$ cat src/rtl/arf_pkg.sv
// constants and types for the conversion result filter and threshold stage
package arf_pkg;
  // register offsets
  localparam logic [7:0] ARF_ADDR_ACC_LOW = 8'h00;
  localparam logic [7:0] ARF_ADDR_ACC_HIGH = 8'h01;
  localparam logic [7:0] ARF_ADDR_CTRL_TWO = 8'h02;
  localparam logic [7:0] ARF_ADDR_CTRL_THREE = 8'h03;
  localparam logic [7:0] ARF_ADDR_STATUS = 8'h04;
  localparam logic [7:0] ARF_ADDR_REPEAT = 8'h05;
  localparam logic [7:0] ARF_ADDR_COUNT = 8'h06;
  localparam logic [7:0] ARF_ADDR_FLT_LOW = 8'h07;
  localparam logic [7:0] ARF_ADDR_FLT_HIGH = 8'h08;
  localparam logic [7:0] ARF_ADDR_ERR_LOW = 8'h09;
  localparam logic [7:0] ARF_ADDR_ERR_HIGH = 8'h0a;
  localparam logic [7:0] ARF_ADDR_UTH_LOW = 8'h0b;
  localparam logic [7:0] ARF_ADDR_UTH_HIGH = 8'h0c;
  localparam logic [7:0] ARF_ADDR_LTH_LOW = 8'h0d;
  localparam logic [7:0] ARF_ADDR_LTH_HIGH = 8'h0e;
  localparam logic [7:0] ARF_ADDR_SETPOINT_LOW = 8'h0f;
  localparam logic [7:0] ARF_ADDR_SETPOINT_HIGH = 8'h10;
  // control two fields: mode [2:0], shift [6:4], clear bit 7
  localparam int ARF_MODE_LSB = 0;
  localparam int ARF_SHIFT_LSB = 4;
  localparam int ARF_CLEAR_BIT = 7;
  // control three fields: threshold mode [2:0], error select [6:4]
  localparam int ARF_TMD_LSB = 0;
  localparam int ARF_CALC_LSB = 4;
  // status bits
  localparam int ARF_STAT_OVF_BIT = 0;
  localparam int ARF_STAT_LOWER_BIT = 1;
  localparam int ARF_STAT_UPPER_BIT = 2;
  localparam int ARF_STAT_TIF_BIT = 3;
  localparam int ARF_STAT_CLRBUSY_BIT = 4;
  // reset values
  localparam logic [7:0] ARF_RST_BYTE = 8'h00;
  localparam logic [15:0] ARF_RST_WORD = 16'h0000;
  // clearing takes five cycles of the dedicated rc clock
  localparam int ARF_CLEAR_RC_CYCLES = 5;
  localparam logic [2:0] ARF_CLEAR_CNT_INIT = 3'(ARF_CLEAR_RC_CYCLES - 1);

  typedef enum logic [2:0] {
    ARF_MD_BASIC = 3'h0, ARF_MD_ACCUM = 3'h1, ARF_MD_AVG = 3'h2,
    ARF_MD_BURST = 3'h3, ARF_MD_LPF = 3'h4
  } arf_mode_type;

  typedef enum logic [2:0] {
    ARF_TM_NEVER = 3'h0, ARF_TM_BELOW_LOW = 3'h1, ARF_TM_ATLEAST_LOW = 3'h2, ARF_TM_BETWEEN = 3'h3,
    ARF_TM_OUTSIDE = 3'h4, ARF_TM_ATMOST_UP = 3'h5, ARF_TM_ABOVE_UP = 3'h6, ARF_TM_ALWAYS = 3'h7
  } arf_tmd_type;

  typedef enum logic [2:0] {
    ARF_EC_DERIV = 3'h0, ARF_EC_CVD = 3'h1, ARF_EC_RES_SET = 3'h2, ARF_EC_RES_FLT = 3'h4,
    ARF_EC_FLT_DERIV = 3'h5, ARF_EC_FLT_SET = 3'h6
  } arf_calc_type;
endpackage

$ cat src/rtl/arf_filter.sv
// conversion result accumulator, filter, error and threshold stage
//
// Implementation choices: the register offsets and strobed register access.
`timescale 1ns/1ps
// Operation
// - running sum is a 16-bit accumulator read as high and low bytes
// - in accumulate, average, burst and low-pass modes every trigger event adds the new result to the sum
// - a sum passing 65535 sets the overflow flag in status
// - each added sample increments the counter, compared with repeat count; here the counter holds at 255
// - clear bit clears sum, overflow and counter; hardware drops bit after
// - on the rc clock clearing takes five of its cycles
// - sum shifted right by shift field; accumulate mode copies it to filtered
// - basic mode accumulates nothing but still compares the error
// - accumulate mode adds, counts, updates filtered and compares every sample
// - result format never changes right-justified sum contents
// - average mode accumulates each sample, compares once count reaches repeat
// - burst average retriggers conversions itself until count reaches repeat; here only while continuous is off
// - low-pass mode filters with cut-off by shift, compares at repeat count
// - each result latched at end of conversion and held for computation
// - error computed by the calculation chosen in the select field
// - error compared with upper and lower limits, setting their flags
// - threshold mode picks never, below, above, between, outside, always
// - met condition at a comparison point sets threshold flag
// - all threshold comparisons are signed
// - overflow flag set forces a threshold interrupt
module arf_filter
  import arf_pkg::*;
(
  // clock and control
  input wire logic clk,
  input wire logic rst,
  input wire logic ce,
  // converter core
  input wire logic [15:0] conv_result,
  input wire logic conv_done,
  input wire logic [15:0] cvd_result,
  input wire logic on_rc_clock,
  input wire logic rc_clock_tick,
  input wire logic continuous_enable,
  output logic retrigger,
  // register port
  input wire logic [7:0] reg_addr,
  input wire logic [7:0] reg_wdata,
  input wire logic reg_write,
  input wire logic reg_read,
  output logic [7:0] reg_rdata,
  // status
  output logic threshold_irq_flag,
  output logic sum_overflow_flag
);
  logic [15:0] running_sum_q;
  logic [7:0] sample_counter_q;
  logic [7:0] repeat_count_q;
  logic [7:0] ctrl_two_q;
  logic [7:0] ctrl_three_q;
  logic [15:0] filtered_result_q;
  logic [15:0] prev_filtered_q;
  logic [15:0] error_value_q;
  logic [15:0] upper_limit_q;
  logic [15:0] lower_limit_q;
  logic [15:0] setpoint_q;
  logic [15:0] sample_q;
  logic [15:0] prev_sample_q;
  logic sum_overflow_q;
  logic above_upper_q;
  logic below_lower_q;
  logic tif_q;
  logic clear_busy_q;
  logic [2:0] clear_cnt_q;
  logic [7:0] rdata_q;
  logic stage_q;
  logic [2:0] mode;
  logic [2:0] shift;
  arf_tmd_type tmd;
  logic [2:0] calc;
  logic mode_acc;
  logic [16:0] sum_ext;
  logic [15:0] sum_next;
  logic [15:0] shifted;
  logic [15:0] lpf_next;
  logic [15:0] flt_next;
  logic [7:0] count_next;
  logic compare_now;
  logic [15:0] err_next;
  logic lt_lower;
  logic gt_upper;
  logic cond_met;
  logic clear_done;

  assign mode = ctrl_two_q[ARF_MODE_LSB +: 3];
  assign shift = ctrl_two_q[ARF_SHIFT_LSB +: 3];
  assign tmd = arf_tmd_type'(ctrl_three_q[ARF_TMD_LSB +: 3]);
  assign calc = ctrl_three_q[ARF_CALC_LSB +: 3];
  // codes above low-pass fall back to basic
  assign mode_acc = (mode >= 3'(ARF_MD_ACCUM)) && (mode <= 3'(ARF_MD_LPF));

  // stage 0 latches, stage 1 computes from the latched sample
  always_ff @(posedge clk) begin
    if (rst) begin
      sample_q <= ARF_RST_WORD;
      prev_sample_q <= ARF_RST_WORD;
      stage_q <= 1'b0;
    end else if (ce) begin
      stage_q <= conv_done;
      if (conv_done) begin
        sample_q <= conv_result;
        prev_sample_q <= sample_q;
      end
    end
  end

  // sum always right-justified; format selection is not seen here
  assign sum_ext = {1'b0, running_sum_q} + {1'b0, sample_q};
  assign sum_next = sum_ext[15:0];
  assign shifted = sum_next >> shift;
  // first-order low-pass: f += (x - f) >> shift
  assign lpf_next = 16'(filtered_result_q + 16'($signed(sample_q - filtered_result_q) >>> shift));
  assign flt_next = (mode == 3'(ARF_MD_LPF)) ? lpf_next : shifted;
  assign count_next = (sample_counter_q == 8'hff) ? sample_counter_q : 8'(sample_counter_q + 8'h01);
  always_comb begin
    compare_now = 1'b0;
    case (mode)
      3'(ARF_MD_ACCUM): compare_now = 1'b1;
      3'(ARF_MD_AVG), 3'(ARF_MD_BURST), 3'(ARF_MD_LPF): compare_now = count_next >= repeat_count_q;
      default: compare_now = 1'b1;
    endcase
  end

  always_comb begin
    err_next = ARF_RST_WORD;
    case (arf_calc_type'(calc))
      ARF_EC_DERIV: err_next = 16'(sample_q - prev_sample_q);
      ARF_EC_CVD: err_next = cvd_result;
      ARF_EC_RES_SET: err_next = 16'(sample_q - setpoint_q);
      ARF_EC_RES_FLT: err_next = 16'(sample_q - flt_next);
      ARF_EC_FLT_DERIV: err_next = 16'(flt_next - filtered_result_q);
      ARF_EC_FLT_SET: err_next = 16'(flt_next - setpoint_q);
      default: err_next = ARF_RST_WORD;
    endcase
  end

  assign lt_lower = $signed(err_next) < $signed(lower_limit_q);
  assign gt_upper = $signed(err_next) > $signed(upper_limit_q);
  always_comb begin
    cond_met = 1'b0;
    case (tmd)
      ARF_TM_NEVER: cond_met = 1'b0;
      ARF_TM_BELOW_LOW: cond_met = lt_lower;
      ARF_TM_ATLEAST_LOW: cond_met = !lt_lower;
      ARF_TM_BETWEEN: cond_met = !lt_lower && !gt_upper;
      ARF_TM_OUTSIDE: cond_met = lt_lower || gt_upper;
      ARF_TM_ATMOST_UP: cond_met = !gt_upper;
      ARF_TM_ABOVE_UP: cond_met = gt_upper;
      ARF_TM_ALWAYS: cond_met = 1'b1;
      default: cond_met = 1'b0;
    endcase
  end

  // clear sequencer; on the rc clock it waits five rc ticks
  assign clear_done = clear_busy_q && (!on_rc_clock || (rc_clock_tick && clear_cnt_q == 3'h0));
  always_ff @(posedge clk) begin
    if (rst) begin
      clear_busy_q <= 1'b0;
      clear_cnt_q <= 3'h0;
    end else if (ce) begin
      if (clear_done) begin
        clear_busy_q <= 1'b0;
      end else if (reg_write && reg_addr == ARF_ADDR_CTRL_TWO && reg_wdata[ARF_CLEAR_BIT]) begin
        clear_busy_q <= 1'b1;
        clear_cnt_q <= ARF_CLEAR_CNT_INIT;
      end else if (clear_busy_q && rc_clock_tick) begin
        clear_cnt_q <= 3'(clear_cnt_q - 3'h1);
      end
    end
  end

  // accumulation; a sample landing with the clear completion is dropped by the clear
  always_ff @(posedge clk) begin
    if (rst) begin
      running_sum_q <= ARF_RST_WORD;
      sample_counter_q <= ARF_RST_BYTE;
      sum_overflow_q <= 1'b0;
      filtered_result_q <= ARF_RST_WORD;
      prev_filtered_q <= ARF_RST_WORD;
    end else if (ce) begin
      if (clear_done) begin
        running_sum_q <= ARF_RST_WORD;
        sample_counter_q <= ARF_RST_BYTE;
        sum_overflow_q <= 1'b0;
      end else if (stage_q && mode_acc) begin
        running_sum_q <= sum_next;
        sample_counter_q <= count_next;
        prev_filtered_q <= filtered_result_q;
        filtered_result_q <= flt_next;
        if (sum_ext[16]) begin
          sum_overflow_q <= 1'b1;
        end
      end
    end
  end

  // error and threshold flags; hardware set beats software clear of the flag
  always_ff @(posedge clk) begin
    if (rst) begin
      error_value_q <= ARF_RST_WORD;
      above_upper_q <= 1'b0;
      below_lower_q <= 1'b0;
      tif_q <= 1'b0;
    end else if (ce) begin
      if (stage_q && compare_now) begin
        error_value_q <= err_next;
        above_upper_q <= gt_upper;
        below_lower_q <= lt_lower;
      end
      if (stage_q && compare_now && (cond_met || sum_overflow_q || (mode_acc && sum_ext[16]))) begin
        tif_q <= 1'b1;
      end else if (reg_write && reg_addr == ARF_ADDR_STATUS && !reg_wdata[ARF_STAT_TIF_BIT]) begin
        tif_q <= 1'b0;
      end
    end
  end

  // with continuous off, burst mode keeps conversions going until the counter reaches repeat
  assign retrigger = stage_q && (mode == 3'(ARF_MD_BURST)) && (count_next < repeat_count_q)
                     && !continuous_enable;

  // software registers
  always_ff @(posedge clk) begin
    if (rst) begin
      ctrl_two_q <= ARF_RST_BYTE;
      ctrl_three_q <= ARF_RST_BYTE;
      repeat_count_q <= ARF_RST_BYTE;
      upper_limit_q <= ARF_RST_WORD;
      lower_limit_q <= ARF_RST_WORD;
      setpoint_q <= ARF_RST_WORD;
    end else if (ce && reg_write) begin
      case (reg_addr)
        ARF_ADDR_CTRL_TWO: ctrl_two_q <= {1'b0, reg_wdata[6:0]};
        ARF_ADDR_CTRL_THREE: ctrl_three_q <= reg_wdata;
        ARF_ADDR_REPEAT: repeat_count_q <= reg_wdata;
        ARF_ADDR_UTH_LOW: upper_limit_q[7:0] <= reg_wdata;
        ARF_ADDR_UTH_HIGH: upper_limit_q[15:8] <= reg_wdata;
        ARF_ADDR_LTH_LOW: lower_limit_q[7:0] <= reg_wdata;
        ARF_ADDR_LTH_HIGH: lower_limit_q[15:8] <= reg_wdata;
        ARF_ADDR_SETPOINT_LOW: setpoint_q[7:0] <= reg_wdata;
        ARF_ADDR_SETPOINT_HIGH: setpoint_q[15:8] <= reg_wdata;
        default: ctrl_two_q <= ctrl_two_q;
      endcase
    end
  end

  always_ff @(posedge clk) begin
    if (rst) begin
      rdata_q <= ARF_RST_BYTE;
    end else if (ce) begin
      rdata_q <= ARF_RST_BYTE;
      if (reg_read) begin
        case (reg_addr)
          ARF_ADDR_ACC_LOW: rdata_q <= running_sum_q[7:0];
          ARF_ADDR_ACC_HIGH: rdata_q <= running_sum_q[15:8];
          ARF_ADDR_CTRL_TWO: rdata_q <= {clear_busy_q, ctrl_two_q[6:0]};
          ARF_ADDR_CTRL_THREE: rdata_q <= ctrl_three_q;
          ARF_ADDR_STATUS: rdata_q <= {3'h0, clear_busy_q, tif_q, above_upper_q, below_lower_q, sum_overflow_q};
          ARF_ADDR_REPEAT: rdata_q <= repeat_count_q;
          ARF_ADDR_COUNT: rdata_q <= sample_counter_q;
          ARF_ADDR_FLT_LOW: rdata_q <= filtered_result_q[7:0];
          ARF_ADDR_FLT_HIGH: rdata_q <= filtered_result_q[15:8];
          ARF_ADDR_ERR_LOW: rdata_q <= error_value_q[7:0];
          ARF_ADDR_ERR_HIGH: rdata_q <= error_value_q[15:8];
          ARF_ADDR_UTH_LOW: rdata_q <= upper_limit_q[7:0];
          ARF_ADDR_UTH_HIGH: rdata_q <= upper_limit_q[15:8];
          ARF_ADDR_LTH_LOW: rdata_q <= lower_limit_q[7:0];
          ARF_ADDR_LTH_HIGH: rdata_q <= lower_limit_q[15:8];
          ARF_ADDR_SETPOINT_LOW: rdata_q <= setpoint_q[7:0];
          ARF_ADDR_SETPOINT_HIGH: rdata_q <= setpoint_q[15:8];
          default: rdata_q <= ARF_RST_BYTE;
        endcase
      end
    end
  end

  assign reg_rdata = rdata_q;
  assign threshold_irq_flag = tif_q;
  assign sum_overflow_flag = sum_overflow_q;

  a_sum_adds: assert property (@(posedge clk) disable iff (rst)
    ce && stage_q && mode_acc && !clear_done |=> running_sum_q == $past(sum_next))
    else $error("sum did not take the new sample");
  a_ovf_sets: assert property (@(posedge clk) disable iff (rst)
    ce && stage_q && mode_acc && sum_ext[16] && !clear_done |=> sum_overflow_q)
    else $error("overflow flag not set on carry");
  a_count_incr: assert property (@(posedge clk) disable iff (rst)
    ce && stage_q && mode_acc && !clear_done && sample_counter_q != 8'hff
    |=> sample_counter_q == $past(sample_counter_q) + 8'h01)
    else $error("counter did not advance");
  a_clear_all: assert property (@(posedge clk) disable iff (rst)
    ce && clear_done |=> running_sum_q == 16'h0000 && sample_counter_q == 8'h00 && !sum_overflow_q)
    else $error("clear left state behind");
  a_clear_fast: assert property (@(posedge clk) disable iff (rst)
    ce && clear_busy_q && !on_rc_clock |=> !clear_busy_q)
    else $error("clear bit stuck");
  a_basic_hold: assert property (@(posedge clk) disable iff (rst)
    ce && !mode_acc && !clear_done |=> running_sum_q == $past(running_sum_q))
    else $error("basic mode accumulated");
  a_tif_ovf: assert property (@(posedge clk) disable iff (rst)
    ce && stage_q && compare_now && sum_overflow_q |=> tif_q)
    else $error("overflow did not raise threshold flag");
  a_tif_never: assert property (@(posedge clk) disable iff (rst)
    ce && !tif_q && stage_q && tmd == ARF_TM_NEVER && !sum_overflow_q && !(mode_acc && sum_ext[16])
    |=> !tif_q)
    else $error("never mode raised flag");
  a_avg_gate: assert property (@(posedge clk) disable iff (rst)
    ce && stage_q && mode == 3'(ARF_MD_AVG) && count_next < repeat_count_q
    |=> error_value_q == $past(error_value_q))
    else $error("average compared early");
endmodule // arf_filter

$ cat config.mk
export PLATFORM = sky130hd
export DESIGN_NAME = arf_filter
export DESIGN_NICKNAME = d
export VERILOG_FILES = /design/src/rtl/arf_pkg.sv /design/src/rtl/arf_filter.sv
export SDC_FILE = /design/constraint.sdc
export NUM_CORES = 1
export LEC_CHECK = 0
export BUFFER_PORTS_ARGS = -buffer_cell sky130_fd_sc_hd__clkbuf_2
export CAP_MARGIN = 20
export CORE_UTILIZATION = 55
export CTS_BUF_LIST = sky130_fd_sc_hd__clkbuf_16
export DETAILED_ROUTE_END_ITERATION = 7
export PLACE_DENSITY = 0.73
export SKIP_CTS_REPAIR_TIMING = 1
export SYNTH_ARGS = -nofsm -noshare
export SYNTH_HDL_FRONTEND = slang
export SYNTH_SLANG_ARGS = --single-unit
$ cat constraint.sdc
create_clock -name clk -period 16.25 [get_ports clk]
set_input_delay 0.8125 -clock clk [delete_from_list [all_inputs] [get_ports clk]]
set_output_delay 0.8125 -clock clk [all_outputs]
set_load 0.02 [all_outputs]
# Word-level counts from Yosys, hierarchy flattened
# Index checks and enable logic that the tools add are counted.
[op_classes]
add_sub_neg = 10
magnitude_cmp = 6
n_eq_ne = 32
n_shift = 2
mux = 20
bitwise = 1
reduce_logical = 53
[op_table]
columns = ["operator", "count"]
rows = [
  ["$pmux W8 S17", 1],
  ["$pmux W16 S6", 1],
  ["$sub A16 B16 Y16", 6],
  ["$eq A8 B4 Y1 const B", 8],
  ["$mux W16", 3],
  ["$eq A8 B3 Y1 const B", 4],
  ["$mux W8", 4],
  ["$reduce_and A2 Y1", 14],
  ["$eq A3 B3 Y1 const B", 8],
  ["$add A16 B16 Y17", 1],
  ["$logic_and A1 B1 Y1", 17],
  ["$add A16 B16 Y16", 1],
  ["$eq A8 B2 Y1 const B", 2],
  ["$gt A16 B16 Y1", 1],
  ["$lt A16 B16 Y1", 1],
  ["$shr A16 B3 Y16", 1],
  ["$sshr A16 B3 Y16", 1],
  ["$eq A3 B2 Y1 const B", 5],
  ["$reduce_bool A2 Y1", 5],
  ["$logic_not A3 Y1", 3],
  ["$reduce_and A3 Y1", 3],
  ["$add A8 B1 Y8 const B", 1],
  ["$eq A8 B1 Y1 const B", 1],
  ["$eq A8 B5 Y1 const B", 1],
  ["other kinds (15)", 31],
]
[word_totals]
ff_bits = 176
input_bits = 57
out_inout_bits = 11
elab_cells = 147

# Longest topological paths before layout
# Gate-level depths: netlist of the first run.
[depth]
depth_word = 15
ltp_mapped = 45
mapped_depth_nobuf = 45

# Least setup slack after synthesis of the first run
# Ideal clock, no wire load.
[synth_timing]
path_type = "flip-flop to flip-flop"
start = "reg sample_q[0]"
end = "reg tif_q, in the netlist threshold_irq_flag"
setup_time_ps = 122
t_arrival_ps = 7414
required_time_ps = 16128
path_slack_ps = 8714
stages_incl_launch_ff = 40
path_buffers = 0
synth_period_minus_slack_ps = 7536
cell_sequence = "dfxtp_1 > inv_1 > ha_1 > inv_1 > fa_1 > a21o_1 > a21oi_1 > o21a_1 > nor2_1 > a21o_1 > xor2_1 > mux2i_1 > a21oi_1 > mux2_2 > fa_1 > a21o_1 > a21o_1 > a2111oi_0 > [... 4 more ...] > a221o_1 > ha_1 > o21ai_0 > and2_1 > a311o_1 > xnor2_1 > o21ai_0 > a221oi_1 > ha_1 > and3_1 > a221oi_1 > nor2b_1 > o21ai_0 > a31oi_1 > o21ai_0 > nand2_1 > o21ai_0 > a21oi_1"
[synth_between]
elab_chain_cells = 15
word_cells_on_any_way = 26
classes_between = "8 x add/sub; 2 x order compare; 2 x shift; 4 x mux; 10 x reduce/logical"
[synth_rtl]
columns = ["item", "line", "source"]
rows = [
  ["start: declaration", "arf_filter.sv:62", "logic [15:0] sample_q;"],
  ["start signal: assignment", "arf_filter.sv:106", "sample_q <= conv_result;"],
  ["$sub A16 B16 Y16", "arf_filter.sv:117", "assign lpf_next = 16'(filtered_result_q + 16'($signed(sample_q - filtered_result_q) >>> shift));"],
  ["$sshr A16 B3 Y16", "arf_filter.sv:117", ""],
  ["$add A16 B16 Y16", "arf_filter.sv:117", ""],
  ["$mux W16 (*)", "arf_filter.sv:118", "assign flt_next = (mode == 3'(ARF_MD_LPF)) ? lpf_next : shifted;"],
  ["net flt_next[8]", "arf_filter.sv:81", "logic [15:0] flt_next;"],
  ["$sub A16 B16 Y16, on equally long branches", "arf_filter.sv:137, arf_filter.sv:135, arf_filter.sv:136", ""],
  ["$pmux W16 S6 (*)", "arf_filter.sv:131", "case (arf_calc_type'(calc))"],
  ["net err_next[11]", "arf_filter.sv:84", "logic [15:0] err_next;"],
  ["$lt A16 B16 Y1 or $gt A16 B16 Y1 (tied branches)", "arf_filter.sv:142, arf_filter.sv:143", ""],
  ["$logic_not A1 Y1, on equally long branches", "arf_filter.sv:149, arf_filter.sv:150, arf_filter.sv:152", ""],
  ["$logic_and A1 B1 Y1", "arf_filter.sv:150", "ARF_TM_BETWEEN: cond_met = !lt_lower && !gt_upper;"],
  ["$pmux W1 S8 (*)", "arf_filter.sv:146", "case (tmd)"],
  ["$logic_or A1 B1 Y1 (*) (2 in series)", "arf_filter.sv:215", "if (stage_q && compare_now && (cond_met || sum_overflow_q || (mode_acc && sum_ext[16]))) begin"],
  ["$logic_and A1 B1 Y1 (*)", "arf_filter.sv:215", ""],
  ["$reduce_bool A2 Y1 (no line)", "-", ""],
  ["$reduce_and A2 Y1 (no line)", "-", ""],
  ["end signal: assignment", "arf_filter.sv:208", "tif_q <= 1'b0;"],
  ["end signal: assignment", "arf_filter.sv:216", "tif_q <= 1'b1;"],
  ["end signal: assignment", "arf_filter.sv:218", "tif_q <= 1'b0;"],
  ["end: declaration", "arf_filter.sv:67", "logic tif_q;"],
]
# The timed path passes the listed nets; every way through them passes the cells marked *.
# A chain may end at the register's enable or synchronous reset.

# Worst setup path in the final report of the first run
[layout_timing]
start = "reg filtered_result_q[1]"
end = "reg tif_q, in the netlist threshold_irq_flag"
[layout_between]
elab_chain_cells = 15
word_cells_on_any_way = 21
classes_between = "5 x add/sub; 2 x order compare; 1 x shift; 4 x mux; 9 x reduce/logical"
[layout_rtl]
columns = ["item", "line", "source"]
rows = [
  ["start: declaration", "arf_filter.sv:56", "logic [15:0] filtered_result_q;"],
  ["start signal: assignment", "arf_filter.sv:194", "filtered_result_q <= flt_next;"],
  ["$sub A16 B16 Y16", "arf_filter.sv:117", ""],
  ["$sshr A16 B3 Y16", "arf_filter.sv:117", ""],
  ["$add A16 B16 Y16 (*)", "arf_filter.sv:117", ""],
  ["$mux W16 (*)", "arf_filter.sv:118", ""],
  ["net flt_next[8]", "arf_filter.sv:81", ""],
  ["$sub A16 B16 Y16, on equally long branches", "arf_filter.sv:137, arf_filter.sv:135, arf_filter.sv:136", ""],
  ["$pmux W16 S6 (*)", "arf_filter.sv:131", ""],
  ["net err_next[11]", "arf_filter.sv:84", ""],
  ["$lt A16 B16 Y1 or $gt A16 B16 Y1 (tied branches)", "arf_filter.sv:142, arf_filter.sv:143", ""],
  ["$logic_not A1 Y1, on equally long branches", "arf_filter.sv:149, arf_filter.sv:150, arf_filter.sv:152", ""],
  ["$logic_and A1 B1 Y1", "arf_filter.sv:150", ""],
  ["$pmux W1 S8 (*)", "arf_filter.sv:146", ""],
  ["$logic_or A1 B1 Y1 (*) (2 in series)", "arf_filter.sv:215", ""],
  ["$logic_and A1 B1 Y1 (*)", "arf_filter.sv:215", ""],
  ["$reduce_bool A2 Y1 (no line)", "-", ""],
  ["$reduce_and A2 Y1 (no line)", "-", ""],
]
# Marks and branches as above.

==> results.cfg, run 1 <==
[routing]
dr_total_vias = 14823
wire_per_inst_um = 23.8
antenna_left = 0
finalWirelength_um = 53700
drtIter0Drc = 1616
dr.pass1.iters = 6
vias_per_cell = 6.57
route.detailed.drc = 0

[status]
status = completed

[synth]
yosys.area.top_type = dfxtp_1
avgSynthCellArea_um2 = 7.51
yosys.area.top_type_share_pct = 24.7
ys_warn_count = 0
mappedNetlistArea_um2 = 14300
async_flop_share_pct = 0
synth_cells = 1902
synth-seq-cells = 176
synthesis.nets = 2082
yosysUniqueCellTypes = 81
synth.yosys.seq_area_share_pct = 24.7
synth_edf_count = 0
synth_ff_type = dfxtp_1
yosys-top-cells-area = dfxtp_1, ha_1, a21oi_1

[floorplan]
io_pins = 68
die_x_um = 163
num_rows = 58
fp.dieH_um = 163
die_area_um2 = 26600
core_um2 = 25300
start_util_pct = 56.4

[clocking]
cts_buffers = 17
htree_levels = 4
cts_root_buf = clkbuf_16
clk_path_buf_depth = 2
cts.sink_count = 176
cts_tree = yes
clk_pin_slew_worst_paths_ps = 90
clock_latency_ps = 460

[worst_setup_path]
cp-start-kind = flop
cp_slowest_cell = a221oi_1
cpPeakStageDelay_ps = 660
critical_path_class = reg -> reg
cp.arrival_ps = 9290
cp.required_ps = 16580
crit_fanout = 6
cp-end-kind = flop

[timing]
worst_hold_slack_ps = 458
fin_worst_skew_ps = 20.3
min_period_over_period_pct = 55.1
hold_viol = 0
drv_slew = 0
fin_crit_ps = 8960
maxSlewHeadroom_pct = 18.4
fin_ws_ps = 7290
worstMarginPinSlew_ps = 1210
max_freq_mhz = 112
rsz0062_at_grt = no
finalSetupViolations = 0
setup_tns_ps = 0

[cells_and_area]
layout-drive-gt1-share_pct = 8.94
synthToLayoutAreaGrowth_pct = 8.28
final_cells = 2255
nNetsFinal = 2091
design_area_um2 = 15500

[pwr]
power_density_nw_per_um2 = 76.2
ir_drop_v = 0.0000643
power_leakage_nw = 6.19

[global_routing]
antenna_found_initial = 0
overflow = 0
grtUsageTotal_pct = 40.5
grt_max_degree = 69
first_global_vias = 13654
grt_pass1_wl_um = 80600

[flow_run]
maxCapViolCount = 0

[place]
hpwl_um = 40800
dp_slack_ps = 7430
portBuffers = 67
placed_cells = 2219
gp_congestion = 0.982
dpl_cell_area_um2 = 14800

[hold_path]
min_path_type = reg -> reg
==> registers in the layout, indices dropped and copies added (netlist names), 7 cells and up <==
name,cells
setpoint_q,16
running_sum_q,16
filtered_result_q,16
reg_rdata,8
sample_counter_q,8
ctrl_three_q,8
sample_q,16
error_value_q,16
prev_sample_q,16
lower_limit_q,16
repeat_count_q,8
upper_limit_q,16
ctrl_two_q,7
==> worst max-delay path, delay by kind of cell (launching register included) <==
family | cells | cell delay (ps)
DFF | 1 | 480
adders and majority gates | 4 | 1680
AOI/OAI and AO/OA | 21 | 4780
muxes | 2 | 510
xor gates and xnor gates | 3 | 620
and+or+nand+nor | 6 | 610
buffers and inverters | 1 | 130
==> area by class of cell <==
type	count	area, um^2
Multi-Input combinational cell	1516	9960
Fill cell	2336	9850
Sequential cell	176	3520
Timing Repair Buffer	98	588
Clock buffer	17	425
Tap cell	330	413
Inverter	102	383
Clock inverter	15	176
Antenna cell	1	2.50
==> cells in the mapped netlist (11+ instances only) <==
cell type / n
nand2_1: 260
nor2_1: 206
a21oi_1: 202
dfxtp_1: 176
ha_1: 118
inv_1: 99
clkbuf_1: 91
o21ai_0: 76
mux2i_1: 72
nand3_1: 48
a22oi_1: 43
xnor2_1: 38
nor3_1: 36
a21o_1: 29
xor2_1: 26
o21a_1: 25
a211oi_1: 22
a22o_1: 21
nand2b_1: 20
nor2b_1: 20
a31oi_1: 17
mux2_2: 17
a221oi_1: 16
o211ai_1: 16
nand4_1: 15
mux4_2: 13
o22ai_1: 12
o21bai_1: 11
==> logic make-up (layout without fill, tap and decap cells) <==
family / count (synthesis) / in the layout / synth area share [%]
buffers and inverters: 210 / 232 / 5.65
flip-flops: 176 / 176 / 24.7
XOR/XNOR: 65 / 65 / 4.08
AND/OR/NAND/NOR: 654 / 654 / 20.1
adder cells (fa/ha/maj): 123 / 123 / 11.0
other: 0 / 1 / 0
multiplexers: 102 / 102 / 8.43
AO/OA/AOI/OAI: 572 / 572 / 26.1
==> layer usage <==
layer  vias up  global-route usage [%]  share of wire [%]
li1       6874                       -                  -
met1      7015                    52.2                 41
met2       759                    62.3                 44
met3       175                    7.36                8.8
met4         0                    25.3                6.4
met5         -                       0                  0
==> where the power goes <==
group | internal [mW] | switching (mW)
Sequential | 0.436 | 0.00806
Combinational | 0.117 | 0.184
Clock | 0.209 | 0.225
==> path summary, 6_finish.rpt <==
check	start	end	slack [ps]	cells past startpoint
worst min register to register	prev_sample_q[8]	prev_sample_q[8]	460	2
worst max-delay path	filtered_result_q[1]	threshold_irq_flag	7290	37
worst max register to register	filtered_result_q[1]	threshold_irq_flag	7290	37
worst min-delay path	prev_sample_q[8]	prev_sample_q[8]	460	2
==> through the flow <==
step	util [%]	total power, mW
final	61.1	1.18
after global routing	61.1	1.23
after CTS	60.9	1.17
after detailed placement	58.6	0.743
after global placement	58.6	0.740
after floorplan	-	0.659
==> placed cells by master (no fill, tap or decap), drive strengths merged, types with 48 or more instances in the layout <==
| cell | n |
|---|---|
| inv | 109 |
| ha | 118 |
| nor2 | 206 |
| nand2 | 260 |
| mux2i | 72 |
| clkbuf | 84 |
| o21ai | 78 |
| dfxtp | 176 |
| a21oi | 202 |
| nand3 | 48 |
Note: power is estimated with default switching activity, not from simulation.
==> run 2: changes to the inputs <==
Settings changed: ABC_AREA set to 1, PLACE_DENSITY 0.73 to 0.75.
Clock period 16.25 ns to 7.75 ns, I/O delays scaled along.
==> run 2 against run 1 <==
  * Die area down 2.2%
  * Clock skew up 2.8 ps
  * Synthesized area down 2.3%
  * Final cell count is 14% higher
  * Synthesized cell count is 14% higher
  * Worst setup slack worse by 6900 ps
  * Largest power group unchanged
  * Global-route usage down 1.5 points
  * Largest cell class unchanged
==> results.cfg, run 2 <==
[worst_setup_path]
crit_fanout = 5
crit_top_cell = nand2_1
cp.arrival_ps = 7630
cpPeakStageDelay_ps = 410
cp.required_ps = 8060
cp-end-kind = flop
cp-start-kind = flop
cp_slowest_cell = o211ai_1
critical_path_class = reg -> reg

[timing]
fin_crit_ps = 7320
worstMarginPinSlew_ps = 1060
fin_worst_skew_ps = 23.1
drv_slew = 0
maxSlewHeadroom_pct = 29.4
fin_ws_ps = 432
min_period_over_period_pct = 94.4
finalSetupViolations = 0
hold_viol = 0
max_freq_mhz = 137

[synth]
post-synth-top-count-cell = nand2_1
synth.yosys.seq_area_share_pct = 25.2
synth_ff_type = dfxtp_1
async_flop_share_pct = 0
avgSynthCellArea_um2 = 6.44
mappedNetlistArea_um2 = 14000
ys_warn_count = 0
yosys.area.top_type_share_pct = 25.2
synth_cells = 2169
yosysUniqueCellTypes = 61
yosys.area.top_type = dfxtp_1
synth_edf_count = 0
yosys-top-cells-area = dfxtp_1, nand2_1, ha_1
synthTopCellsByCount = nand2_1, inv_1, a21oi_1, o21ai_0, dfxtp_1
synth-seq-cells = 176
synthesis.nets = 2349

[hold_path]
min_path_type = in -> reg

[clocking]
cts_tree = yes
htree_levels = 4
cts_root_buf = clkbuf_16
cts.sink_count = 176
cts_buffers = 17
clk_path_buf_depth = 2
clock_latency_ps = 460
clk_pin_slew_worst_paths_ps = 80

[routing]
drtIter0Drc = 1805
antenna_left = 0
dr.pass1.iters = 6
vias_per_cell = 6.00
wire_per_inst_um = 20.0
dr_total_vias = 15479
finalWirelength_um = 51700
route.detailed.drc = 0

[global_routing]
grt_pass1_wl_um = 77500
grtUsageTotal_pct = 39.0
grt_max_degree = 110
overflow = 0
first_global_vias = 13746
antenna_found_initial = 2

[floorplan]
num_rows = 57
fp.dieH_um = 161
core_um2 = 24600
start_util_pct = 56.8
die_area_um2 = 26000
die_x_um = 161
io_pins = 68

[cells_and_area]
synthToLayoutAreaGrowth_pct = 12.4
final_cell_mix = nand2_1, inv_1, a21oi_1
layout-drive-gt1-share_pct = 13.3
fill_cells = 2370
nNetsFinal = 2424
final_common_cell = nand2_1

[flow_run]
maxCapViolCount = 0

[place]
dp_slack_ps = 95.4
gp_congestion = 1.01
hpwl_um = 40500
portBuffers = 67

[pwr]
power_leakage_nw = 7.04
totalPowerFinal_mw = 2.64
ir_drop_v = 0.000157
power_density_nw_per_um2 = 168

[status]
status = completed
[run 2: cell families (layout without fill, tap and decap cells)]
kind of cell / Yosys count / count (layout) / share of synthesized area (%)
buffers and inverters: 365 / 452 / 9.93
and+or+nand+nor: 865 / 865 / 27.1
muxes: 3 / 3 / 0.215
adders and majority gates: 123 / 123 / 11.3
other: 0 / 1 / 0
AOI/OAI and AO/OA: 601 / 601 / 23.9
xor gates and xnor gates: 36 / 36 / 2.31
DFF: 176 / 176 / 25.2
[run 2: final cells by class]
cell class	count	area [um^2]	share of cell area (%)
Sequential cell	176	3530	22.5
Clock inverter	14	173	1.10
Timing Repair Buffer	126	778	4.96
Multi-Input combinational cell	1628	9270	59.1
Tap cell	324	405	2.58
Clock buffer	17	425	2.71
Antenna cell	1	2.50	0.0159
Inverter	295	1110	7.06
[run 2: per-stage QoR]
step                      TNS, ps  util, %  std cells  hold slack, ps  cell area, um^2
final                           0     63.8       2581             205            15700
after global routing        -91.6     63.8       2580             226            15700
after CTS                       0     62.6       2570             208            15400
after detailed placement        0     60.1       2539             443            14800
after global placement          0     60.1       2539             438            14800
after floorplan                 0        -       2169             425            14000
[run 2: power breakdown]
part	switching, mW	leakage, nW	internal (mW)
logic	0.513	5.32	0.305
clock network	0.457	0.289	0.434
registers	0.0125	1.43	0.920
total	0.983	7.04	1.66
[run 2: worst max-delay path: cells and delay by family, from the launching register on]
| kind | cells | cell delay (ps) |
|---|---|---|
| multiplexers | 1 | 140 |
| buffers and inverters | 8 | 560 |
| XOR/XNOR | 3 | 420 |
| AO/OA/AOI/OAI | 14 | 2140 |
| AND/OR/NAND/NOR | 21 | 1920 |
| flip-flops | 1 | 330 |
| adder cells (fa/ha/maj) | 5 | 1640 |
[run 2: worst paths after layout]
path	startpoint	endpoint	slack (ps)	depth (start not counted)
worst max register to register	sample_q[0]	threshold_irq_flag	430	52
worst max-delay path	sample_q[0]	threshold_irq_flag	430	52
worst min-delay path	conv_result[14]	sample_q[14]	200	3
worst min register to register	ctrl_three_q[3]	ctrl_three_q[3]	460	2
[run 2: per-layer routing]
layer,global-route usage (%),routed length (um)
met1,51.1,21300
met2,64.3,23400
met5,0,0
met3,6.70,4990
met4,13.8,2040
